## src/lcu_consts.svh

```systemverilog
// offsets, field positions, opcodes and reset values of the command decoder
// assumes inclusion by bare name from the decoder and its bench
`ifndef LCU_CONSTS_SVH
`define LCU_CONSTS_SVH

// ************************************************************
// register byte offsets on the apb bus
// ************************************************************
`define LCU_OFS_STATUS 8'h00
`define LCU_OFS_CMD 8'h04
`define LCU_OFS_GPTR 8'h08
`define LCU_OFS_BASE 8'h0c
`define LCU_OFS_DUMP_ADDR 8'h10

// ************************************************************
// field positions inside the command and status words
// ************************************************************
`define LCU_CMD_HI 7
`define LCU_CMD_LO 4
`define LCU_RX_HI 2
`define LCU_RX_LO 0
`define LCU_BUSY_BIT 16

// ************************************************************
// command engine opcodes
// ************************************************************
`define LCU_CMD_NO_OPERATION 4'h0
`define LCU_CMD_START 4'h1
`define LCU_CMD_RESUME 4'h2
`define LCU_CMD_PRIO_START 4'h3
`define LCU_CMD_LOAD_DUMP 4'h4
`define LCU_CMD_DUMP 4'h5
`define LCU_CMD_LOAD_BASE 4'h6
`define LCU_CMD_DUMP_CLEAR 4'h7
`define LCU_CMD_STATIC_RESUME 4'ha
`define LCU_CMD_PRIO_RESUME 4'hb

// ************************************************************
// receive engine opcodes and status codes
// ************************************************************
`define LCU_RX_NO_OPERATION 3'h0
`define LCU_RX_ABORT 3'h4
`define LCU_RXS_IDLE 4'h0
`define LCU_RXS_READY 4'h4

// ************************************************************
// sizes and reset values
// ************************************************************
`define LCU_NUM_CNT 4
`define LCU_WORD_BYTES 32'h0000_0004
`define LCU_RST_WORD 32'h0000_0000

`endif

```

## src/lcu_pkg.sv

```systemverilog
// types shared by the command decoder files
// assumes nothing beyond a systemverilog compiler
package lcu_pkg;

  // engine state, order gives the two-bit status code
  typedef enum logic [1:0] {
    ENG_IDLE,
    ENG_SUSP,
    ENG_LOW_ACTIVE,
    ENG_PRIO_ACTIVE
  } lcu_eng_e;

  // statistics dump sequencer
  typedef enum logic {
    DUMP_IDLE,
    DUMP_WRITE
  } lcu_dump_e;

  // one word written to main memory
  typedef struct packed {
    logic [31:0] addr;
    logic [31:0] data;
  } lcu_mem_wr_s;

endpackage : lcu_pkg

```

## src/lcu_apb_slave.sv

```systemverilog
// apb slave front end: registered pready, prdata and pslverr
// assumes the core decodes paddr combinationally into rd_word and addr_ok
`timescale 1ns/100ps
module lcu_apb_slave (
  input wire logic pclk,
  input wire logic presetn,
  input wire logic ce,
  input wire logic psel,
  input wire logic penable,
  input wire logic pwrite,
  input wire logic [31:0] rd_word,
  input wire logic addr_ok,
  input wire logic stall,
  output logic pready,
  output logic [31:0] prdata,
  output logic pslverr,
  output logic wr_pulse
);

  // ************************************************************
  // access phase handling
  // ************************************************************
  // pready rises one cycle into the access phase; wr_pulse stands in
  // the same cycle so the core commits at the edge that samples pready
  always_ff @(posedge pclk or negedge presetn)
  begin
    if (!presetn)
    begin
      pready <= 1'b0;
      prdata <= 32'h0000_0000;
      pslverr <= 1'b0;
      wr_pulse <= 1'b0;
    end
    else if (ce)
    begin
      if (psel && penable && !pready && !stall)
      begin
        pready <= 1'b1;
        prdata <= (pwrite || !addr_ok) ? 32'h0000_0000 : rd_word;
        pslverr <= !addr_ok; // unmapped address
        wr_pulse <= pwrite && addr_ok;
      end
      else
      begin
        pready <= 1'b0;
        pslverr <= 1'b0;
        wr_pulse <= 1'b0;
      end
    end
  end

endmodule : lcu_apb_slave

```

## src/lcu_stat_counter.sv

```systemverilog
// one 32-bit statistics counter with synchronous clear
// assumes inc and clr are single-cycle pulses in the pclk domain
`timescale 1ns/100ps
module lcu_stat_counter (
  input wire logic pclk,
  input wire logic presetn,
  input wire logic ce,
  input wire logic inc,
  input wire logic clr,
  output logic [31:0] count
);

  // an event in the clear cycle is kept as a count of one
  always_ff @(posedge pclk or negedge presetn)
  begin
    if (!presetn)
      count <= 32'h0000_0000;
    else if (ce)
    begin
      if (clr)
        count <= {31'h0000_0000, inc};
      else
        count <= count + {31'h0000_0000, inc};
    end
  end

endmodule : lcu_stat_counter

```

## src/lcu_decoder.sv

```systemverilog
// command word decoder for the lan command and receive engines
// assumes an apb master on pclk and engines that pulse their events
//
// Operation
// RULE1: opcode for the command engine sits in command word bits 7:4; others reserved.
// RULE2: opcode 0000 leaves the command engine state as it is.
// RULE3: opcode 0001 starts the normal list at the general pointer address; the code fetches the first block from base_reg + gptr.
// RULE4: software starts a list only when idle or suspended and all blocks done.
// RULE5: opcode 0010 resumes with the next block; ignored while idle.
// RULE6: opcode 0011 starts the high-priority list at the general pointer address; the code fetches the first block from base_reg + gptr.
// RULE7: opcode 0100 latches the general pointer as the dump address.
// RULE8: software loads the dump address before any dump command.
// RULE9: opcode 0101 writes counters to the dump address, counters kept.
// RULE10: opcode 0111 writes counters to the dump address, then clears them.
// RULE11: opcode 0110 loads the base register from the general pointer.
// RULE12: opcode 1010 resumes like 0010; software uses it only when suspended.
// RULE13: opcode 1011 resumes the high-priority list; ignored if never started.
// RULE14: receive opcode 000 leaves the receive engine state as it is.
// RULE15: receive opcode sits in bits 2:0; 100 aborts reception at once.
// RULE16: command engine state reads in status bits 7:6 as four codes.
// RULE17: software loads the general pointer with the structure the command needs.
// RULE18: each command word write acts once; reserved opcodes change nothing.
`timescale 1ns/100ps
`include "lcu_consts.svh"
module lcu_decoder (
  input wire logic pclk,
  input wire logic presetn,
  input wire logic ce,
  input wire logic psel,
  input wire logic penable,
  input wire logic pwrite,
  input wire logic [7:0] paddr,
  input wire logic [31:0] pwdata,
  output logic [31:0] prdata,
  output logic pready,
  output logic pslverr,
  input wire logic blk_suspend,
  input wire logic list_end,
  input wire logic rx_up_evt,
  input wire logic [3:0] stat_evt,
  output logic eng_fetch,
  output logic eng_resume,
  output logic eng_prio,
  output logic [31:0] eng_fetch_addr,
  output logic rx_abort,
  output logic mem_wr_valid,
  input wire logic mem_wr_ready,
  output lcu_pkg::lcu_mem_wr_s mem_wr
);

  // ************************************************************
  // declarations
  // ************************************************************
  logic [31:0] gptr;
  logic [31:0] base_reg;
  logic [31:0] dump_addr;
  lcu_pkg::lcu_eng_e eng_state;
  lcu_pkg::lcu_eng_e next_eng_state;
  logic prio_started;
  logic low_held;
  logic next_low_held;
  logic rx_up;
  lcu_pkg::lcu_dump_e dump_state;
  logic [1:0] dump_idx;
  logic [1:0] next_idx;
  logic dump_clr;
  logic cnt_clr;
  logic [31:0] cnt_val [`LCU_NUM_CNT];
  logic wr_pulse;
  logic addr_ok;
  logic stall;
  logic [31:0] rd_word;
  logic cmd_wr;
  logic [3:0] cmd_unit_opcode;
  logic [2:0] rx_unit_opcode;
  logic dump_busy;

  // ************************************************************
  // bus front end and command decode
  // ************************************************************
  lcu_apb_slave u_apb (
    .pclk(pclk),
    .presetn(presetn),
    .ce(ce),
    .psel(psel),
    .penable(penable),
    .pwrite(pwrite),
    .rd_word(rd_word),
    .addr_ok(addr_ok),
    .stall(stall),
    .pready(pready),
    .prdata(prdata),
    .pslverr(pslverr),
    .wr_pulse(wr_pulse)
  );

  // RULE18 once per write
  // wr_pulse lasts one cycle, so each command word write decodes once
  assign cmd_wr = wr_pulse && (paddr == `LCU_OFS_CMD);
  // RULE1 command opcode field
  assign cmd_unit_opcode = pwdata[`LCU_CMD_HI:`LCU_CMD_LO];
  // RULE15 receive opcode field
  assign rx_unit_opcode = pwdata[`LCU_RX_HI:`LCU_RX_LO];
  assign dump_busy = (dump_state != lcu_pkg::DUMP_IDLE);
  // command writes wait while a dump runs, so no command is dropped
  assign stall = dump_busy && psel && pwrite && (paddr == `LCU_OFS_CMD);

  // read mux; the command word always reads as zero
  always_comb
  begin
    rd_word = 32'h0000_0000;
    addr_ok = 1'b1;
    case (paddr)
      // RULE16 engine state field
      `LCU_OFS_STATUS: rd_word = {15'h0000, dump_busy, 8'h00, eng_state,
                                 (rx_up ? `LCU_RXS_READY : `LCU_RXS_IDLE), 2'h0};
      `LCU_OFS_CMD: rd_word = 32'h0000_0000;
      `LCU_OFS_GPTR: rd_word = gptr;
      `LCU_OFS_BASE: rd_word = base_reg;
      `LCU_OFS_DUMP_ADDR: rd_word = dump_addr;
      default: addr_ok = 1'b0;
    endcase
  end

  // ************************************************************
  // pointer registers
  // ************************************************************
  // general pointer written by software
  always_ff @(posedge pclk or negedge presetn)
  begin
    if (!presetn)
      gptr <= `LCU_RST_WORD;
    else if (ce && wr_pulse && (paddr == `LCU_OFS_GPTR))
      gptr <= pwdata;
  end

  // base and dump address loads from the general pointer
  always_ff @(posedge pclk or negedge presetn)
  begin
    if (!presetn)
    begin
      base_reg <= `LCU_RST_WORD;
      dump_addr <= `LCU_RST_WORD;
    end
    else if (ce && cmd_wr)
    begin
      // RULE11 base load
      if (cmd_unit_opcode == `LCU_CMD_LOAD_BASE)
        base_reg <= gptr;
      // RULE7 dump address latch
      if (cmd_unit_opcode == `LCU_CMD_LOAD_DUMP)
        dump_addr <= gptr;
    end
  end

  // ************************************************************
  // command engine state
  // ************************************************************
  // engine events first, then the command on top, so the command wins where both set the state
  always_comb
  begin
    next_eng_state = eng_state;
    next_low_held = low_held;
    if (list_end)
    begin
      if (eng_state == lcu_pkg::ENG_PRIO_ACTIVE)
      begin
        next_eng_state = low_held ? lcu_pkg::ENG_LOW_ACTIVE : lcu_pkg::ENG_IDLE;
        next_low_held = 1'b0;
      end
      else if (eng_state == lcu_pkg::ENG_LOW_ACTIVE)
        next_eng_state = lcu_pkg::ENG_IDLE;
    end
    else if (blk_suspend && eng_state != lcu_pkg::ENG_IDLE)
      next_eng_state = lcu_pkg::ENG_SUSP;
    if (cmd_wr)
    begin
      case (cmd_unit_opcode)
        // RULE3 normal list start
        `LCU_CMD_START: next_eng_state = lcu_pkg::ENG_LOW_ACTIVE;
        // RULE5 resume ignored when idle
        `LCU_CMD_RESUME,
        // RULE12 static resume
        `LCU_CMD_STATIC_RESUME:
          if (eng_state == lcu_pkg::ENG_SUSP)
            next_eng_state = lcu_pkg::ENG_LOW_ACTIVE;
        // RULE6 priority list start
        `LCU_CMD_PRIO_START:
        begin
          next_low_held = (eng_state == lcu_pkg::ENG_LOW_ACTIVE) || low_held;
          next_eng_state = lcu_pkg::ENG_PRIO_ACTIVE;
        end
        // RULE13 priority resume only after a start
        `LCU_CMD_PRIO_RESUME:
          if (prio_started)
          begin
            next_low_held = (eng_state == lcu_pkg::ENG_LOW_ACTIVE) || low_held;
            next_eng_state = lcu_pkg::ENG_PRIO_ACTIVE;
          end
        // RULE2 no operation keeps state
        // RULE18 reserved opcodes ignored
        default: ;
      endcase
    end
  end

  // state registers of the engine
  always_ff @(posedge pclk or negedge presetn)
  begin
    if (!presetn)
    begin
      eng_state <= lcu_pkg::ENG_IDLE;
      low_held <= 1'b0;
      prio_started <= 1'b0;
    end
    else if (ce)
    begin
      eng_state <= next_eng_state;
      low_held <= next_low_held;
      if (cmd_wr && cmd_unit_opcode == `LCU_CMD_PRIO_START)
        prio_started <= 1'b1;
    end
  end

  // fetch and resume pulses to the engine, one per taken command
  always_ff @(posedge pclk or negedge presetn)
  begin
    if (!presetn)
    begin
      eng_fetch <= 1'b0;
      eng_resume <= 1'b0;
      eng_prio <= 1'b0;
      eng_fetch_addr <= `LCU_RST_WORD;
    end
    else if (ce)
    begin
      eng_fetch <= 1'b0;
      eng_resume <= 1'b0;
      if (cmd_wr)
      begin
        case (cmd_unit_opcode)
          // RULE3 first block address
          `LCU_CMD_START:
          begin
            eng_fetch <= 1'b1;
            eng_prio <= 1'b0;
            eng_fetch_addr <= base_reg + gptr;
          end
          // RULE6 priority first block address
          `LCU_CMD_PRIO_START:
          begin
            eng_fetch <= 1'b1;
            eng_prio <= 1'b1;
            eng_fetch_addr <= base_reg + gptr;
          end
          // RULE5 next block unless idle
          `LCU_CMD_RESUME,
          `LCU_CMD_STATIC_RESUME:
            if (eng_state != lcu_pkg::ENG_IDLE)
            begin
              eng_resume <= 1'b1;
              eng_prio <= (eng_state == lcu_pkg::ENG_PRIO_ACTIVE);
            end
          // RULE13 priority resume gated
          `LCU_CMD_PRIO_RESUME:
            if (prio_started)
            begin
              eng_resume <= 1'b1;
              eng_prio <= 1'b1;
            end
          default: ;
        endcase
      end
    end
  end

  // ************************************************************
  // receive engine control
  // ************************************************************
  // abort outranks a same-cycle bring-up: reception must stop at once
  always_ff @(posedge pclk or negedge presetn)
  begin
    if (!presetn)
    begin
      rx_up <= 1'b0;
      rx_abort <= 1'b0;
    end
    else if (ce)
    begin
      rx_abort <= 1'b0;
      // RULE15 immediate abort
      if (cmd_wr && rx_unit_opcode == `LCU_RX_ABORT)
      begin
        rx_up <= 1'b0;
        rx_abort <= 1'b1;
      end
      // RULE14 no operation keeps state
      else if (rx_up_evt)
        rx_up <= 1'b1;
    end
  end

  // ************************************************************
  // statistics counters and dump
  // ************************************************************
  genvar gi;
  generate
    for (gi = 0; gi < `LCU_NUM_CNT; gi++)
    begin : g_cnt
      lcu_stat_counter u_cnt (
        .pclk(pclk),
        .presetn(presetn),
        .ce(ce),
        .inc(stat_evt[gi]),
        .clr(cnt_clr),
        .count(cnt_val[gi])
      );
    end
  endgenerate

  assign next_idx = dump_idx + 2'h1;

  // dump walks the counters one word each; counts are taken live, so an
  // event during the walk may show in a later word
  always_ff @(posedge pclk or negedge presetn)
  begin
    if (!presetn)
    begin
      dump_state <= lcu_pkg::DUMP_IDLE;
      dump_idx <= 2'h0;
      dump_clr <= 1'b0;
      cnt_clr <= 1'b0;
      mem_wr_valid <= 1'b0;
      mem_wr <= '0;
    end
    else if (ce)
    begin
      cnt_clr <= 1'b0;
      case (dump_state)
        lcu_pkg::DUMP_IDLE:
          // RULE9 dump keeps counters
          if (cmd_wr && (cmd_unit_opcode == `LCU_CMD_DUMP ||
                         cmd_unit_opcode == `LCU_CMD_DUMP_CLEAR))
          begin
            dump_state <= lcu_pkg::DUMP_WRITE;
            dump_idx <= 2'h0;
            dump_clr <= (cmd_unit_opcode == `LCU_CMD_DUMP_CLEAR);
            mem_wr_valid <= 1'b1;
            mem_wr.addr <= dump_addr;
            mem_wr.data <= cnt_val[0];
          end
        lcu_pkg::DUMP_WRITE:
          if (mem_wr_ready)
          begin
            if (dump_idx == 2'(`LCU_NUM_CNT - 1))
            begin
              dump_state <= lcu_pkg::DUMP_IDLE;
              mem_wr_valid <= 1'b0;
              // RULE10 clear after the last word
              cnt_clr <= dump_clr;
            end
            else
            begin
              dump_idx <= next_idx;
              mem_wr.addr <= mem_wr.addr + `LCU_WORD_BYTES;
              mem_wr.data <= cnt_val[next_idx];
            end
          end
        default: dump_state <= lcu_pkg::DUMP_IDLE;
      endcase
    end
  end
endmodule : lcu_decoder

```

## config.mk

```make
export PLATFORM = sky130hd
export DESIGN_NAME = lcu_decoder
export DESIGN_NICKNAME = d
export VERILOG_FILES = /design/src/lcu_pkg.sv /design/src/lcu_apb_slave.sv /design/src/lcu_stat_counter.sv /design/src/lcu_decoder.sv
export VERILOG_INCLUDE_DIRS = /design/src
export SDC_FILE = /design/constraint.sdc
export NUM_CORES = 1
export LEC_CHECK = 0
export BUFFER_PORTS_ARGS = -buffer_cell sky130_fd_sc_hd__buf_2
export CORE_AREA = 2 2 181 183
export CTS_BUF_LIST = sky130_fd_sc_hd__clkbuf_4 sky130_fd_sc_hd__clkbuf_8
export DETAILED_ROUTE_END_ITERATION = 16
export DIE_AREA = 0 0 183 185
export PLACE_DENSITY_LB_ADDON = 0.08
export SETUP_SLACK_MARGIN = 0.4
export SYNTH_ARGS = -nofsm -noshare
export SYNTH_HDL_FRONTEND = slang
export SYNTH_SLANG_ARGS = --single-unit
```

## constraint.sdc

```tcl
create_clock -name pclk -period 3.5 [get_ports pclk]
set_input_delay 0.35 -clock pclk [delete_from_list [all_inputs] [get_ports pclk]]
set_output_delay 0.35 -clock pclk [all_outputs]
set_load 0.02 [all_outputs]
```

==> run summary <==
Clk Latency, worst-skew pair - 610 ps
Gr usage total - 31.64%
Highest metal used - met4
Placed insts - 2484
Vias per cell - 6.133
Worst rel slew slack - 16.61%
Kind of critical path - register to register
Placer Congestion - 0.8990
Power Dens Cells - 554.3 nW/µm²
Worst Hold Depth - 2
Core box area - 32040 µm²
Number of flip-flops in the largest register - 128
Worst r2r path cells - 9
Crit path cell chain - ha_1 -> fa_1 -> a211oi_1 -> o21ai_0 -> a31oi_2 -> o21bai_1 -> a21oi_2 -> or4_1 -> nand3_1
Layout area overhead - 16.37%
1st-iter DRT viols - 1175
Slowest-stage cell, CP - o21ai_0
Max Freq - 0.3452 GHz
Post-layout util - 68.94%
Flops & latches, synth - 370
Worst EP required - 4030 ps
Met3 WL - 2960 µm
Worst-path maximum fanout - 5
Max IR drop VDD - 0.4176 mV
Overall power - 12.24 mW
Slew Limit Fails - 0
RSZ-0062 raised after global routing - false
Crit. End Element - register
Diodes inserted - 0
Tcrit/Tclk final - 82.76%
Final #Nets - 2268
Worst path max stage delay - 530 ps
Post-Route Hold Slack - 42.81 ps
Pleak - 10.58 nW
Unique masters post-synth - 58
Synth warnings - 0
Synth Instances - 1959
CTS buffer count - 66
Least-Margin Pin Slew - 1248 ps
Status - completed
Vias in the first global route - 15660
Clk slew on worst S/H paths - 60 ps
Overflow after GRT - 0
Cell row count - 66
Top flop regs - g_cnt.u_cnt.count x128, mem_wr x64
Pin count of the biggest net entering global routing - 116
WL/cell - 20.20 µm
Setup crit start kind - register
Hold Crit Class - input port to register
Drt pass-1 iters - 6
Setup Skew - 22.45 ps
DIE HEIGHT - 185 µm
FFs w/ async S/R, synth - 100.0%
Area contributors post-synth - dfrtp_1 49%, mux2_2 5.9%, nand2_1 5.1%, o21ai_0 4.1%, a21oi_1 3.8%
Register area share after synthesis - 48.78%
Prevailing post-synth register cell - dfrtp_1
Die width - 183 µm
DR vias - 16090
Post-CTS Repair Setup Buffers - 0
Final hold violations - 0
IO Count - 189
Commonest non-fill, non-tap cell in the layout - dfrtp_1
DP HPWL - 36550 µm
Clock Sinks - 370
Setup slack, reg-to-reg - 600 ps
Initial Util - 59.24%
Wirelength, routed - 52990 µm
IO buf count - 188
Critical path endpoint - eng_fetch_addr[24]$_DFFE_PN0P_
# DRC - 0
H-tree levels - 3
Syn avg cell area - 9.689 µm²
Max_cap viols - 0
CTS tree - yes
Top reg by flops - g_cnt.u_cnt.count
Initial antenna violation count - 0
Wl on met1 - 23050 µm
Reg2reg start - gptr[0]$_DFFE_PN0P_
ANT nets after route - 0
Syn nets - 2055
Final setup viols - 0
Die area - 33860 µm²
Global-route wire length before repair - 84570 µm
Final setup TNS - 0 ps
Final instance count without filler cells - 2623
Post-synth top area share - 48.78%
Met2 wire length - 24880 µm
Final min period - 2897 ps
Post-synth EDFFs - 0
Cell accounting for the most synthesized area - dfrtp_1
Largest buffer count on any clock path - 3
Ratio of cells with drive above 1 in the final layout - 20.68%
Crit path DAT - 3420 ps
Cell Area, Synth - 18980 µm²
Crit. Startpoint - gptr[0]$_DFFE_PN0P_
Worst r2r dst - eng_fetch_addr[24]$_DFFE_PN0P_
Root Driver - clkbuf_8
Most frequent cells in the layout - 369 x dfrtp_1, 256 x nand2_1, 187 x buf_2, 154 x o21ai_0, 146 x nor2_1
## report_power, final
| part | switching [mW] | internal, mW |
|---|---|---|
| Clock | 1.79 | 2.50 |
| Sequential | 0.427 | 4.66 |
| Combinational | 1.93 | 0.923 |
| Total | 4.15 | 8.09 |
## repair_timing
item                       4_1_cts  5_1_grt
hold endpoints to repair       110        0
hold buffers                    28        0
setup endpoints to repair        0        4
resized for setup                0        2
## area by class of cell
class | instances | area (µm²)
clock inverters | 12 | 142.6
multi-input cells | 1456 | 9248
fillers | 2525 | 9953
inverters | 27 | 101.3
flip-flops and latches | 370 | 9260
repair buffers | 251 | 1569
well taps | 408 | 510.5
clock buffers | 99 | 1256
## stage by stage
stage | cell area (µm²) | setup slack (ps)
floorplan | 18980 | 989.2
global placement | 20400 | 696.8
detailed placement | 20400 | 600.1
CTS | 22080 | 568.8
global route | 22090 | 417.0
finish | 22090 | 603.4
## per-layer routing
layer	up-vias	GRT usage, %
met3	128	5.446
met1	7885	42.74
li1	7550	-
met5	-	0
met4	0	13.31
met2	523	50.85
## cells in the mapped netlist, types with 5 or more instances
cell      count
ha_1         41
nand2b_1      5
o22ai_1      23
xor2_1       81
a31oi_1       9
nor3_1       47
and4_1       16
nor2b_1      10
dfrtp_1     370
inv_1        25
nand3_1      78
or3_1        35
buf_1         9
nor4_1        6
xnor2_1      33
nor2_1      149
a211oi_1      5
nand4_1      39
o21ai_0     154
a21o_1       10
mux2i_1      46
mux2_2      100
nand2_1     256
a222oi_1     32
buf_2        23
and3_1       38
o21bai_1      5
a21oi_1     143
o211ai_1      8
o221ai_1     32
clkbuf_1     74
## worst min path at each step
stage | startpoint | end | slack (ps)
floorplan | presetn | base_reg[0]$_DFFE_PN0P_ | 50
detailed placement | presetn | g_cnt[2].u_cnt.count[3]$_DFFE_PN0P_ | 420
CTS | pwdata[16] | gptr[16]$_DFFE_PN0P_ | 2
finish | pwdata[16] | gptr[16]$_DFFE_PN0P_ | 40
global placement | presetn | g_cnt[2].u_cnt.count[3]$_DFFE_PN0P_ | 420
global route | pwdata[16] | gptr[16]$_DFFE_PN0P_ | 8
## critical path, delay by kind of cell, from the launching register on
family | cells | cell delay [ps]
adders and majority gates | 2 | 490
AOI/OAI and AO/OA | 5 | 1410
DFF | 1 | 400
and+or+nand+nor | 2 | 520
## logic make-up after synthesis
kind of cell | share of synthesized area (%)
DFF | 48.78
adders and majority gates | 2.808
muxes | 8.359
xor gates and xnor gates | 5.260
AOI/OAI and AO/OA | 14.62
and+or+nand+nor | 17.39
buffers and inverters | 2.782
(Power assumes the default switching activity.)
